[src/idc_map.vh]
// Opcode, field and clock-count constants for the instruction decode timing block.
`ifndef IDC_MAP_VH
`define IDC_MAP_VH
// ==========================================
// Opcodes
`define IDC_OP_GRP_F    8'hF6
`define IDC_OP_GRP_INC  8'hFE
`define IDC_OP_ESC      8'h0F
`define IDC_OP_MUL2     8'hAF
`define IDC_OP_MULI     8'h69
`define IDC_OP_IN_FIX   8'hE4
`define IDC_OP_IN_VAR   8'hEC
`define IDC_OP_INC_S    8'h40
`define IDC_OP_STR_IN   8'h6C
`define IDC_OP_INT      8'hCD
`define IDC_REG_MUL     3'h5
`define IDC_REG_INC     3'h0
// ==========================================
// Clock counts
`define IDC_CC_MUL_S    7'h04
`define IDC_CC_MUL_D    7'h0A
`define IDC_CC_MULI_W   7'h05
`define IDC_CC_MULI_D   7'h0B
`define IDC_CC_IO       7'h0E
`define IDC_CC_IO_PRIV  7'h1C
`define IDC_CC_INC      7'h01
`define IDC_CC_INT_R    7'h09
`define IDC_CC_INT_SAME 7'h15
`define IDC_CC_INT_DIFF 7'h20
`define IDC_CC_TG_1616  7'h72
`define IDC_CC_TG_1632  7'h7A
`define IDC_CC_TG_3232  7'h7C
`define IDC_CC_TG_16V   7'h64
`define IDC_CC_TG_32V   7'h66
`define IDC_CC_V_16     7'h7C
`define IDC_CC_V_32     7'h66
`define IDC_CC_V_P0     7'h2E
`define IDC_CC_OTHER    7'h01
// ==========================================
// Instruction classes
`define IDC_CL_NONE     4'h0
`define IDC_CL_MUL_ACC  4'h1
`define IDC_CL_MUL_REG  4'h2
`define IDC_CL_MUL_IMM  4'h3
`define IDC_CL_IN_FIX   4'h4
`define IDC_CL_IN_VAR   4'h5
`define IDC_CL_INC      4'h6
`define IDC_CL_STR_IN   4'h7
`define IDC_CL_INT      4'h8
// ==========================================
// Interrupt delivery kinds
`define IDC_DV_SAME     3'h0
`define IDC_DV_DIFF     3'h1
`define IDC_DV_TG_16    3'h2
`define IDC_DV_TG_32    3'h3
`define IDC_DV_TG_V86   3'h4
`define IDC_DV_V86_GATE 3'h5
`endif

[src/idc_count.v]
// Clock-count countdown that holds an instruction busy for its execution time.
`timescale 1ns/1ps
module idc_count #(
  parameter W = 7
) (
  input  wire         ref_clk,
  input  wire         sys_rst,
  input  wire         load,
  input  wire [W-1:0] count,
  output wire         busy,
  output reg          done
);
  reg [W-1:0] rem_q;

  assign busy = (rem_q != {W{1'b0}});

  always @(posedge ref_clk) begin
    if (sys_rst) begin
      rem_q <= {W{1'b0}};
      done  <= 1'b0;
    end else begin
      done <= 1'b0;
      if (load) begin
        rem_q <= count;
      end else if (busy) begin
        rem_q <= rem_q - {{(W-1){1'b0}}, 1'b1};
        if (rem_q == {{(W-1){1'b0}}, 1'b1}) begin
          done <= 1'b1;
        end
      end
    end
  end
endmodule // idc_count

[src/idc_decode.v]
// Instruction decoder that classifies five instruction groups and times their execution.
`timescale 1ns/1ps
`include "idc_map.vh"
module idc_decode (
  input  wire        ref_clk,
  input  wire        sys_rst,
  input  wire        insn_valid,
  input  wire [7:0]  insn_b0,
  input  wire [7:0]  insn_b1,
  input  wire [7:0]  insn_b2,
  input  wire        op32,
  input  wire        addr32,
  input  wire        prot_mode,
  input  wire        v86_mode,
  input  wire        io_priv_fail,
  input  wire [2:0]  int_delivery,
  input  wire        task_src32,
  input  wire        task_dst32,
  output wire        insn_ready,
  output reg         dec_valid,
  output reg  [3:0]  dec_class,
  output reg         dec_byte_op,
  output reg  [6:0]  dec_clocks,
  output reg  [5:0]  dec_imm_bits,
  output reg  [5:0]  dec_disp_bits,
  output reg  [2:0]  dec_reg,
  output reg  [7:0]  dec_vector,
  output reg         dec_keep_carry,
  output reg         dec_clear_flag,
  output wire        exec_busy,
  output wire        exec_done
);
  // ==========================================
  // Combinational decode
  reg  [3:0] cls_d;
  reg  [6:0] clk_d;
  reg        byte_d;
  reg  [5:0] imm_d;
  reg  [5:0] disp_d;
  reg  [2:0] reg_d;
  reg  [7:0] vec_d;
  reg        keep_d;
  reg        clr_d;
  reg  [6:0] int_clk;
  reg  [6:0] int_pm_clk;
  reg  [6:0] int_v86_clk;

  // ==========================================
  // Operand fields
  // The two-byte multiply carries its ModRM byte one place later, so the field source follows the escape byte.
  wire       two_byte  = (insn_b0 == `IDC_OP_ESC);
  wire [7:0] modrm     = two_byte ? insn_b2 : insn_b1;
  wire [2:0] modrm_reg = modrm[5:3];
  wire [1:0] modrm_mod = modrm[7:6];
  wire [2:0] modrm_rm  = modrm[2:0];
  wire       w_bit     = insn_b0[0];
  wire [5:0] full_imm  = op32 ? 6'h20 : 6'h10;
  wire [5:0] full_disp = addr32 ? 6'h20 : 6'h10;
  wire [2:0] disp_only = addr32 ? 3'h5 : 3'h6;
  wire [6:0] io_clk    = (prot_mode && io_priv_fail) ? `IDC_CC_IO_PRIV : `IDC_CC_IO;

  // ==========================================
  // Opcode match
  // Group matches stand apart from the priority chain so each opcode pattern reads as it is encoded.
  wire       m_mul_acc = ({insn_b0[7:1], 1'b0} == `IDC_OP_GRP_F) && (modrm_reg == `IDC_REG_MUL);
  wire       m_inc_grp = ({insn_b0[7:1], 1'b0} == `IDC_OP_GRP_INC) && (modrm_reg == `IDC_REG_INC);
  wire       m_mul_reg = two_byte && (insn_b1 == `IDC_OP_MUL2);
  wire       m_mul_imm = ({insn_b0[7:2], 1'b0, insn_b0[0]} == `IDC_OP_MULI);
  wire       m_in_fix  = ({insn_b0[7:1], 1'b0} == `IDC_OP_IN_FIX);
  wire       m_in_var  = ({insn_b0[7:1], 1'b0} == `IDC_OP_IN_VAR);
  wire       m_inc_s   = ({insn_b0[7:3], 3'h0} == `IDC_OP_INC_S);
  wire       m_str_in  = ({insn_b0[7:1], 1'b0} == `IDC_OP_STR_IN);
  wire       m_int     = (insn_b0 == `IDC_OP_INT);
  wire       has_modrm = m_mul_acc || m_inc_grp || m_mul_reg || m_mul_imm;

  // ==========================================
  // Interrupt timing
  // The count depends on the kind of gate the delivery resolved to.
  always @* begin
    case (int_delivery)
      `IDC_DV_TG_16: int_v86_clk = `IDC_CC_V_16;
      `IDC_DV_TG_32: int_v86_clk = `IDC_CC_V_32;
      default:       int_v86_clk = `IDC_CC_V_P0;
    endcase
  end

  always @* begin
    case (int_delivery)
      `IDC_DV_SAME:   int_pm_clk = `IDC_CC_INT_SAME;
      `IDC_DV_DIFF:   int_pm_clk = `IDC_CC_INT_DIFF;
      `IDC_DV_TG_16:  int_pm_clk = task_src32 ? `IDC_CC_TG_3232 : `IDC_CC_TG_1616;
      `IDC_DV_TG_32:  int_pm_clk = task_src32 ? `IDC_CC_TG_3232 : `IDC_CC_TG_1632;
      `IDC_DV_TG_V86: int_pm_clk = task_src32 ? `IDC_CC_TG_32V : `IDC_CC_TG_16V;
      default:        int_pm_clk = `IDC_CC_INT_SAME;
    endcase
  end

  // Virtual-8086 mode wins over the protected-mode flag, since both are set while it runs.
  always @* begin
    int_clk = `IDC_CC_INT_R;
    if (v86_mode) begin
      int_clk = int_v86_clk;
    end else if (prot_mode) begin
      int_clk = int_pm_clk;
    end
  end

  // ==========================================
  // Instruction class
  always @* begin
    cls_d  = `IDC_CL_NONE;
    clk_d  = `IDC_CC_OTHER;
    byte_d = ~w_bit;
    imm_d  = 6'h00;
    reg_d  = modrm_reg;
    vec_d  = 8'h00;
    keep_d = 1'b0;
    clr_d  = 1'b0;
    if (m_mul_acc) begin
      cls_d = `IDC_CL_MUL_ACC;
      clk_d = (w_bit && op32) ? `IDC_CC_MUL_D : `IDC_CC_MUL_S;
    end else if (m_inc_grp) begin
      cls_d  = `IDC_CL_INC;
      clk_d  = `IDC_CC_INC;
      keep_d = 1'b1;
    end else if (m_mul_reg) begin
      cls_d  = `IDC_CL_MUL_REG;
      byte_d = 1'b0;
      clk_d  = op32 ? `IDC_CC_MUL_D : `IDC_CC_MUL_S;
    end else if (m_mul_imm) begin
      cls_d  = `IDC_CL_MUL_IMM;
      byte_d = 1'b0;
      imm_d  = insn_b0[1] ? 6'h08 : full_imm;
      clk_d  = op32 ? `IDC_CC_MULI_D : `IDC_CC_MULI_W;
    end else if (m_in_fix) begin
      cls_d = `IDC_CL_IN_FIX;
      imm_d = 6'h08;
      clk_d = io_clk;
    end else if (m_in_var) begin
      cls_d = `IDC_CL_IN_VAR;
      clk_d = io_clk;
    end else if (m_inc_s) begin
      cls_d  = `IDC_CL_INC;
      byte_d = 1'b0;
      clk_d  = `IDC_CC_INC;
      reg_d  = insn_b0[2:0];
      keep_d = 1'b1;
    end else if (m_str_in) begin
      cls_d = `IDC_CL_STR_IN;
      clk_d = io_clk;
    end else if (m_int) begin
      cls_d  = `IDC_CL_INT;
      byte_d = 1'b0;
      imm_d  = 6'h08;
      clk_d  = int_clk;
      vec_d  = insn_b1;
      clr_d  = 1'b1;
    end
  end

  // ==========================================
  // Displacement size
  // SIB bytes are not examined, so a based form with a SIB byte reports the ModRM displacement only.
  always @* begin
    disp_d = 6'h00;
    if (has_modrm) begin
      if (modrm_mod == 2'h1) begin
        disp_d = 6'h08;
      end else if (modrm_mod == 2'h2 || (modrm_mod == 2'h0 && modrm_rm == disp_only)) begin
        disp_d = full_disp;
      end
    end
  end

  // ==========================================
  // Issue and timing
  // A new instruction is refused while the previous one is still counting down.
  wire take = insn_valid && !exec_busy;
  assign insn_ready = !exec_busy;

  idc_count #(
    .W (7)
  ) u_count (
    .ref_clk (ref_clk),
    .sys_rst (sys_rst),
    .load    (take),
    .count   (clk_d),
    .busy    (exec_busy),
    .done    (exec_done)
  );

  // ==========================================
  // Decoded fields
  // Fields other than dec_valid load only on a take, so they stand until the next accepted instruction; dec_valid follows take every cycle.

  always @(posedge ref_clk) begin
    if (sys_rst) begin
      dec_valid      <= 1'b0;
      dec_class      <= `IDC_CL_NONE;
      dec_byte_op    <= 1'b0;
      dec_clocks     <= 7'h00;
      dec_imm_bits   <= 6'h00;
      dec_disp_bits  <= 6'h00;
      dec_reg        <= 3'h0;
      dec_vector     <= 8'h00;
      dec_keep_carry <= 1'b0;
      dec_clear_flag <= 1'b0;
    end else begin
      dec_valid <= take;
      if (take) begin
        dec_class      <= cls_d;
        dec_byte_op    <= byte_d;
        dec_clocks     <= clk_d;
        dec_imm_bits   <= imm_d;
        dec_disp_bits  <= disp_d;
        dec_reg        <= reg_d;
        dec_vector     <= vec_d;
        dec_keep_carry <= keep_d;
        dec_clear_flag <= clr_d;
      end
    end
  end
endmodule // idc_decode

[config.mk]
export PLATFORM = sky130hd
export DESIGN_NAME = idc_decode
export DESIGN_NICKNAME = d
export VERILOG_FILES = /design/src/idc_count.v /design/src/idc_decode.v
export VERILOG_INCLUDE_DIRS = /design/src
export SDC_FILE = /design/constraint.sdc
export NUM_CORES = 1
export LEC_CHECK = 0
export BUFFER_PORTS_ARGS = -buffer_cell sky130_fd_sc_hd__buf_4
export CAP_MARGIN = 20
export CORE_UTILIZATION = 30
export CTS_CLUSTER_SIZE = 28
export DETAILED_ROUTE_END_ITERATION = 10
export PLACE_DENSITY = 0.59
export SLEW_MARGIN = 20
export SYNTH_ARGS = -nofsm -noshare
export SYNTH_HDL_FRONTEND = slang
export SYNTH_SLANG_ARGS = --single-unit
export TNS_END_PERCENT = 1
[constraint.sdc]
create_clock -name ref_clk -period 2.36 [get_ports ref_clk]
set_input_delay 0.236 -clock ref_clk [delete_from_list [all_inputs] [get_ports ref_clk]]
set_output_delay 0.236 -clock ref_clk [all_outputs]
set_load 0.05 [all_outputs]
# Yosys cells after proc, flatten, opt, wreduce, memory -nomap -nowiden
# Index checks and enable logic that the tools add are counted.
# word_totals
out_inout_bits,41
in_bits,37
wordCells,141
regBits,46
# classes
n_eq_ne,19
n_mux,90
bitwise_logic,2
n_reduce_logical,17
addsub,1
# op_table
cell,n
$mux W7,13
$mux W8,10
$mux W4,18
$mux W6,10
$eq A7 B7 Y1 const B,4
$pmux W7 S4,1
$mux W1,26
$mux W3,8
$eq A8 B8 Y1 const B,2
$eq A7 B6 Y1 const B,2
$pmux W7 S2,1
$eq A8 B4 Y1 const B,1
$eq A7 B1 Y1 const B,1
$logic_and A1 B1 Y1,7
$reduce_bool A7 Y1,1
$sub A7 B1 Y7 const B,1
$eq A3 B2 Y1 const B,2
$eq A3 B3 Y1 const B,2
$eq A5 B4 Y1 const B,1
$mux W5,1
$logic_or A1 B1 Y1,4
$mux W2,2
$eq A3 B1 Y1 const B,1
$eq A3 B3 Y1,1
other kinds (8),9

# Depth between registers and ports, before layout
# Gate-level depths: netlist (run 1).
# depth
ltp_word,14
ltp_mapped,8

# By module
# A second synthesis (run 1) with hierarchy kept.
# unflattened
hier_cells,306
area_unflattened_um2,2326.0
# modules_own_cells
module,cells_per_inst,n_inst,seq_area_each_um2,area_per_inst_um2
idc_decode,250,1,620.6,1854.3
idc_count,56,1,160.2,471.7

# Worst setup path before layout (run 1)
# Ideal clock, no wire load.
# synth_timing
path_kind,reg-to-reg
start,reg u_count.rem_q[0]
end,reg u_count.rem_q[0]
path_buffers,0
required_time_ns,2.228
setup_slack_ns,0.131
synth_period_minus_slack_ns,2.229
arrival_time_ns,2.097
stages_incl_launch_ff,9
path_cell_list,dfxtp_1 inv_1 ha_1 nor3b_2 nand2_1 inv_1 nand2_1 o21ai_0 a21oi_2
# synth_via
elab_chain_len,4
elab_cells_between_ends,7
cone_classes,add/sub: 1; mux: 2; reduce/logical: 4
# synth_lines
item,line,text
start: declaration,idc_count.v:13,reg [W-1:0] rem_q;
start signal: assignment,idc_count.v:19,rem_q <= {W{1'b0}};
start signal: assignment,idc_count.v:24,rem_q <= count;
start signal: assignment,idc_count.v:26,"rem_q <= rem_q - {{(W-1){1'b0}}, 1'b1};"
$reduce_bool A7 Y1 *,idc_count.v:15,assign busy = (rem_q != {W{1'b0}});
via exec_busy,idc_decode.v:30,"output wire exec_busy,"
$logic_not A1 Y1 *,-,
via insn_ready,idc_decode.v:19,"output wire insn_ready,"
$logic_and A1 B1 Y1 *,idc_decode.v:178,wire take = insn_valid && !exec_busy;
$mux W7 or $reduce_bool A2 Y1 (tied branches),-,
# Mark *: on every way through the listed nets, which the timed path passes. The rest lies on a longest branch. The select of a mux whose other input is x is not followed.
# A chain may end at the register's enable or synchronous reset.

# Worst setup path in the final report (run 1)
# layout_timing
start,reg u_count.rem_q[0]
end,reg dec_clocks[3]
# layout_via
elab_chain_len,3
# layout_lines
item,line,text
$reduce_bool A7 Y1,idc_count.v:15,
$logic_not A1 Y1,idc_decode.v:178,
$logic_and A1 B1 Y1,idc_decode.v:178,
end signal: assignment,idc_decode.v:213,dec_clocks <= clk_d;
end: declaration,idc_decode.v:23,"output reg [6:0] dec_clocks,"
# No other way between the ends.

==> reports/qor.txt, run 1 <==
Status: completed
HPWL after detailed placement: 5040 um
Async SR Flop Fraction: 0%
Clock Sinks: 39
Pwr per Cell Area: 857 mW/mm^2
Maximum vdd ir drop: 0.000333 V
Worst endpoint required time: 2520 ps
Fmax achieved: 0.453 GHz
Setup Crit Path Kind: reg2reg
Worst-path clk slew: 70 ps
CTS tree: done
Final wirelength: 6590 um
CTS HTree Levels: 2
Core ar.: 0.00733 sq mm
FILL cells: 777
CP arrival: 2370 ps
Most flop-heavy register: dec_vector
Worst-path maximum fanout: 6
Final slew viol count: 0
Clk_lat worst skew: 290 ps
Post-Syn Area: 0.00230 sq mm
Number of global-route vias before repair: 2,216
Largest net degree at the start of global routing: 41
Register-to-Register Setup Slack: 150 ps
Main synth FF type: dfxtp_1
TritonCTS Buffers: 5
Vias: 2,352
Die footprint: 0.00802 sq mm
Port Buffers: 70
RePlAce Congestion: 0.826
Hold buffer count at CTS: 0
Drt drc: 0
DRT Pass-1 Iters: 4
Setup TNS: 0 ps
Die H: 89.6 um
CP Capture Type: flip-flop
EDFF count, synth: 0
Cells after synthesis: 278
CP Launch Type: flip-flop
Clk_skew: 5.89 ps
Ys Warns: 0
Min-delay worst type: in2reg
Leakage: 1.22 nW
Total Nets Final: 385
Area contributors post-synth: dfxtp_1 34%, nor2_1 5.2%, nand2_1 4.2%
Top cell type's share of synthesized area: 33.9%
I/O pin count: 78
Max reg flops: 8
Register area share after synthesis: 33.9%
Antenna viol nets, final: 0
Initial Utilization: 31.4%
DR iter-0 viols: 194
Largest registers: dec_vector (8), dec_clocks (7), u_count.rem_q (7)
Total Power: 2.60 mW
RSZ-0062 raised after global routing: no
Register bit total from synthesis: 39
Deepest clock path buffer count: 2
Tcrit/Tclk final: 93.6%
Die Wd: 89.6 um
First-pass GRT wire length: 10,400 um
Final critical path time including I/O delays and setup: 2210 ps
Grt ovf: 0
Cell variety after synth: 62
P&R area growth vs syn: 32.1%
Most frequent cells in the layout: 76 x buf_4, 39 x dfxtp_1, 32 x nor2_1
ANT cells: 0
Core Rows: 31
Max Cap Viol: 0
Final Hold Viols: 0
DR WL/cell: 14.8 um
Avg Inst Size Synth: 8.28 sq um
Initial antenna violation count: 0
Relative slew slack: 56.0%
Vias per cell: 5.27
Slew @ Worst Pin: 654 ps
Root buffer cell: clkbuf_8
Setup violators final: 0
Yosys top cell by area: dfxtp_1
Most common cell after layout, fill and taps aside: buf_4
Share of layout cells above drive strength 1: 28.5%
Tot GR Track Use: 16.9%
==> cell type report <==
cell class                      instances  area, sq um  share of cell area [%]
Inverter                                9         33.8                    1.11
Clock buffer                            6         72.6                    2.39
Multi-Input combinational cell        215         1400                    46.0
Tap cell                               99          124                    4.08
Sequential cell                        39          781                    25.7
Timing Repair Buffer                   76          571                    18.8
Clock inverter                          2         60.1                    1.98
==> final timing paths <==
kind / start / endpoint / cells past startpoint
setup / recovery: u_count.rem_q[0] / dec_clocks[3] / 7
setup reg to reg: u_count.rem_q[0] / dec_clocks[3] / 7
hold reg to reg: dec_disp_bits[5] / dec_disp_bits[5] / 2
hold / removal: addr32 / dec_disp_bits[4] / 2
==> cells in the mapped netlist, types with 4 or more instances <==
cell       n
inv_1      9
or3_1      5
o21ai_0    7
nand2_1   26
a31oi_1    5
a21oi_1   18
buf_2      4
clkbuf_1   7
nand3_1    6
a22oi_1    8
nor3_1    14
o211ai_1   5
buf_4      7
nand4b_1   5
dfxtp_1   39
nand2b_1   6
nor2_1    32
==> power breakdown <==
part	leakage [nW]	switching [mW]	internal [mW]
Clock	0.0654	0.234	0.423
Combinational	0.841	0.728	0.405
Sequential	0.316	0.0663	0.748
Total	1.22	1.03	1.58
==> through the flow <==
step / setup slack, ps / instance area, sq um / util, % / hold WS [ps] / std cells
after floorplan: 131 / 2320 / - / 320 / 283
after global placement: 221 / 2900 / 39.6 / 448 / 438
after detailed placement: 213 / 2900 / 39.6 / 449 / 438
after CTS: 179 / 3030 / 41.4 / 166 / 446
after global routing: 36.9 / 3040 / 41.5 / 171 / 446
final: 152 / 3040 / 41.5 / 168 / 446
==> routing by layer <==
| layer | up-vias | part of all wire, % | global-route usage, % |
|---|---|---|---|
| met3 | 11 | 8.4 | 3.84 |
| li1 | 1163 | - | - |
| met4 | 0 | 1.2 | 4.76 |
| met1 | 1086 | 43 | 21.9 |
| met5 | - | 0 | 0 |
| met2 | 92 | 47 | 28.2 |
==> cell families (layout without fill, tap and decap cells) <==
kind of cell	Yosys count	after routing	synth area share, %
flops	39	39	33.9
compound gates	72	72	22.0
fa+ha+maj	2	2	1.09
xor+xnor	5	5	1.90
other cells	1	6	0.163
simple gates	124	124	31.6
buf+inv	29	93	6.42
mux	6	6	2.88
==> critical path, stage by stage (launching register included) <==
cell and delay (ps):
dfxtp_1 320, inv_1 90, ha_1 220, nor3b_4 310, nand4b_1 300, a2111oi_0 530, a41o_1 240, nor3_1 60
==> repair_timing <==
| item | 4_1_cts | 5_1_grt |
|---|---|---|
| setup endpoints to repair | 0 | 4 |
| setup buffers | 0 | 0 |
| gates resized for setup | 0 | 1 |
| endpoints found under the hold margin | 0 | 0 |
No activity file was read; power rests on OpenSTA's default activity.
==> run 2: changes to the inputs <==
--- a/config.mk
+++ b/config.mk
@@ -9,9 +9,9 @@
 export BUFFER_PORTS_ARGS = -buffer_cell sky130_fd_sc_hd__buf_4
 export CAP_MARGIN = 20
 export CORE_UTILIZATION = 30
+export CTS_CLUSTER_DIAMETER = 100
 export CTS_CLUSTER_SIZE = 28
 export DETAILED_ROUTE_END_ITERATION = 10
-export PLACE_DENSITY = 0.59
 export SLEW_MARGIN = 20
 export SYNTH_ARGS = -nofsm -noshare
 export SYNTH_HDL_FRONTEND = slang
==> run 2 against run 1 <==
- clock skew rose by 0.87 ps
- sequential power barely moved
- register-to-register slack barely moved
- sequential share of layout area rose by 0.13 points
- first-iteration DRC count rose by 2.1%
- global-route usage rose by 0.77 points
- via count fell by 0.38%
- maximum frequency rose by 0.57%
- largest cell class unchanged
- largest power group unchanged
==> reports/qor.txt, run 2 (synthesis gave the netlist of run 1 again) <==
HPWL after detailed placement: 5050 um (was 5040 um)
Setup violators final: 0 (unchanged)
CP arrival: 2360 ps (was 2370 ps)
Grt ovf: 0 (unchanged)
Post-DP Area: 0.00290 sq mm (unchanged)
Setup Crit Path Kind: reg2reg (unchanged)
Core Rows: 31 (unchanged)
Total Nets Final: 385 (unchanged)
Final slew viol count: 0 (unchanged)
Placed insts: 438 (unchanged)
Max reg flops: 8 (unchanged)
Most frequent cells in the layout: 76 x buf_4, 39 x dfxtp_1, 32 x nor2_1 (unchanged)
Clock Sinks: 39 (unchanged)
Die Wd: 89.6 um (unchanged)
I/O pin count: 78 (unchanged)
Non-filler cells, final: 446 (unchanged)
TritonCTS Buffers: 5 (unchanged)
Vias per cell: 5.25 (was 5.27)
Clk_lat worst skew: 290 ps (about the same)
Fmax achieved: 0.455 GHz (was 0.453 GHz)
Worst flop-to-flop path startpoint: u_count.rem_q[0] (unchanged)
CTS HTree Levels: 2 (unchanged)
Total Power: 2.54 mW (was 2.60 mW)
Worst-path maximum fanout: 6 (unchanged)
Port Buffers: 70 (unchanged)
Max Cap Viol: 0 (unchanged)
Sequential share of power: 32.1% (was 31.3%)
ANT cells: 0 (unchanged)
Largest registers: dec_vector (8), dec_clocks (7), u_count.rem_q (7) (unchanged)
DRT Pass-1 Iters: 4 (unchanged)
CP Capture Type: flip-flop (unchanged)
Min-delay worst type: in2reg (unchanged)
Logic gate share of total power: 44.8% (was 43.5%)
Tcrit/Tclk final: 93.0% (was 93.6%)
Clk_skew: 6.76 ps (was 5.89 ps)
First-pass GRT wire length: 10,900 um (was 10,400 um)
Hold buffer count at CTS: 0 (unchanged)
Die footprint: 0.00802 sq mm (unchanged)
P&R area growth vs syn: 31.4% (was 32.1%)
Final Hold Viols: 0 (unchanged)
RePlAce Congestion: 0.873 (was 0.826)
Most flop-heavy register: dec_vector (unchanged)
Final Instance Area: 0.00302 sq mm (was 0.00304 sq mm)
Critical Path Source: u_count.rem_q[0] (unchanged)
Root buffer cell: clkbuf_8 (unchanged)
Most common cell after layout, fill and taps aside: buf_4 (unchanged)
Slew @ Worst Pin: 668 ps (was 654 ps)
Final wirelength: 6710 um (was 6590 um)
Deepest clock path buffer count: 2 (unchanged)
CTS tree: done (unchanged)
Drt drc: 0 (unchanged)
Vias: 2,343 (was 2,352)
Initial Utilization: 31.4% (unchanged)
Initial antenna violation count: 0 (unchanged)
DR iter-0 viols: 198 (was 194)
DR WL/cell: 15.1 um (was 14.8 um)
Psw: 1.05 mW (was 1.03 mW)
Share of layout cells above drive strength 1: 28.8% (was 28.5%)
Relative slew slack: 55.1% (was 56.0%)
Largest net degree at the start of global routing: 41 (unchanged)
Number of global-route vias before repair: 2,258 (was 2,216)
Worst endpoint required time: 2520 ps (about the same)
Worst-path clk slew: 80 ps (was 70 ps)
Status: completed (unchanged)
Part of the power in the clock network: 23.0% (was 25.2%)
Final critical path time including I/O delays and setup: 2200 ps (was 2210 ps)
Pwr per Cell Area: 841 mW/mm^2 (was 857 mW/mm^2)
Leakage: 1.22 nW (about the same)
Antenna viol nets, final: 0 (unchanged)
Core ar.: 0.00733 sq mm (unchanged)
Maximum vdd ir drop: 0.000251 V (was 0.000333 V)
CP Launch Type: flip-flop (unchanged)
Sw Ratio: 41.2% (was 39.5%)
Internal power contribution: 1.50 mW (was 1.58 mW)
Tot GR Track Use: 17.7% (was 16.9%)
HP Start: addr32 (unchanged)
Die H: 89.6 um (unchanged)
==> run 2: power by group through the flow <==
stage / sequential [mW] / clock (mW) / combinational [mW]
final: 0.817 / 0.585 / 1.14
after global routing: 0.829 / 0.628 / 1.23
after CTS: 0.813 / 0.596 / 1.13
after detailed placement: 0.828 / 0 / 1.12
after global placement: 0.825 / 0 / 1.11
after floorplan: 0.974 / 0 / 0.635
==> run 2: repair_timing <==
| action | CTS | global route |
|---|---|---|
| setup endpoints to repair | 0 | 4 |
| hold endpoints to repair | 0 | 0 |
| resized for setup | 0 | 1 |
| setup buffers | 0 | 0 |
==> run 2: cell type report <==
class,instances,area (sq um)
repair buffers,76,571
multi-input cells,215,1400
well taps,99,124
clock inverters,2,35.0
fillers,767,4310
inverters,9,33.8
flip-flops and latches,39,781
clock buffers,6,82.6
==> run 2: path summary, 6_finish.rpt <==
check	end	slack, ps	depth (start not counted)
setup / recovery	dec_clocks[3]	160	7
hold / removal	dec_disp_bits[4]	170	2
setup reg to reg	dec_clocks[3]	160	7
hold reg to reg	dec_clocks[4]	460	2
==> run 2: metrics by stage <==
stage	hold WS (ps)	TNS (ps)	setup slack [ps]	util (%)
2_1_floorplan	320	0	131	-
3_3_place_gp	445	0	270	39.6
3_5_place_dp	446	0	181	39.6
4_1_cts	164	0	136	41.2
5_1_grt	186	-0.392	-0.392	41.3
6_report	172	0	164	41.3
==> run 2: critical path: stages (launching register included) <==
cell	delay [ps]
dfxtp_1	330
inv_1	90
ha_1	210
nor3b_4	340
nand4b_1	310
a2111oi_0	480
a41o_1	250
nor3_1	60
==> run 2: per-layer routing <==
metal / global-route usage [%] / wire (um) / vias up
met5: 0 / 0 / -
met4: 4.76 / 78 / 0
met3: 4.75 / 571 / 6
met2: 28.8 / 3050 / 92
met1: 23.1 / 3010 / 1083
li1: - / - / 1162
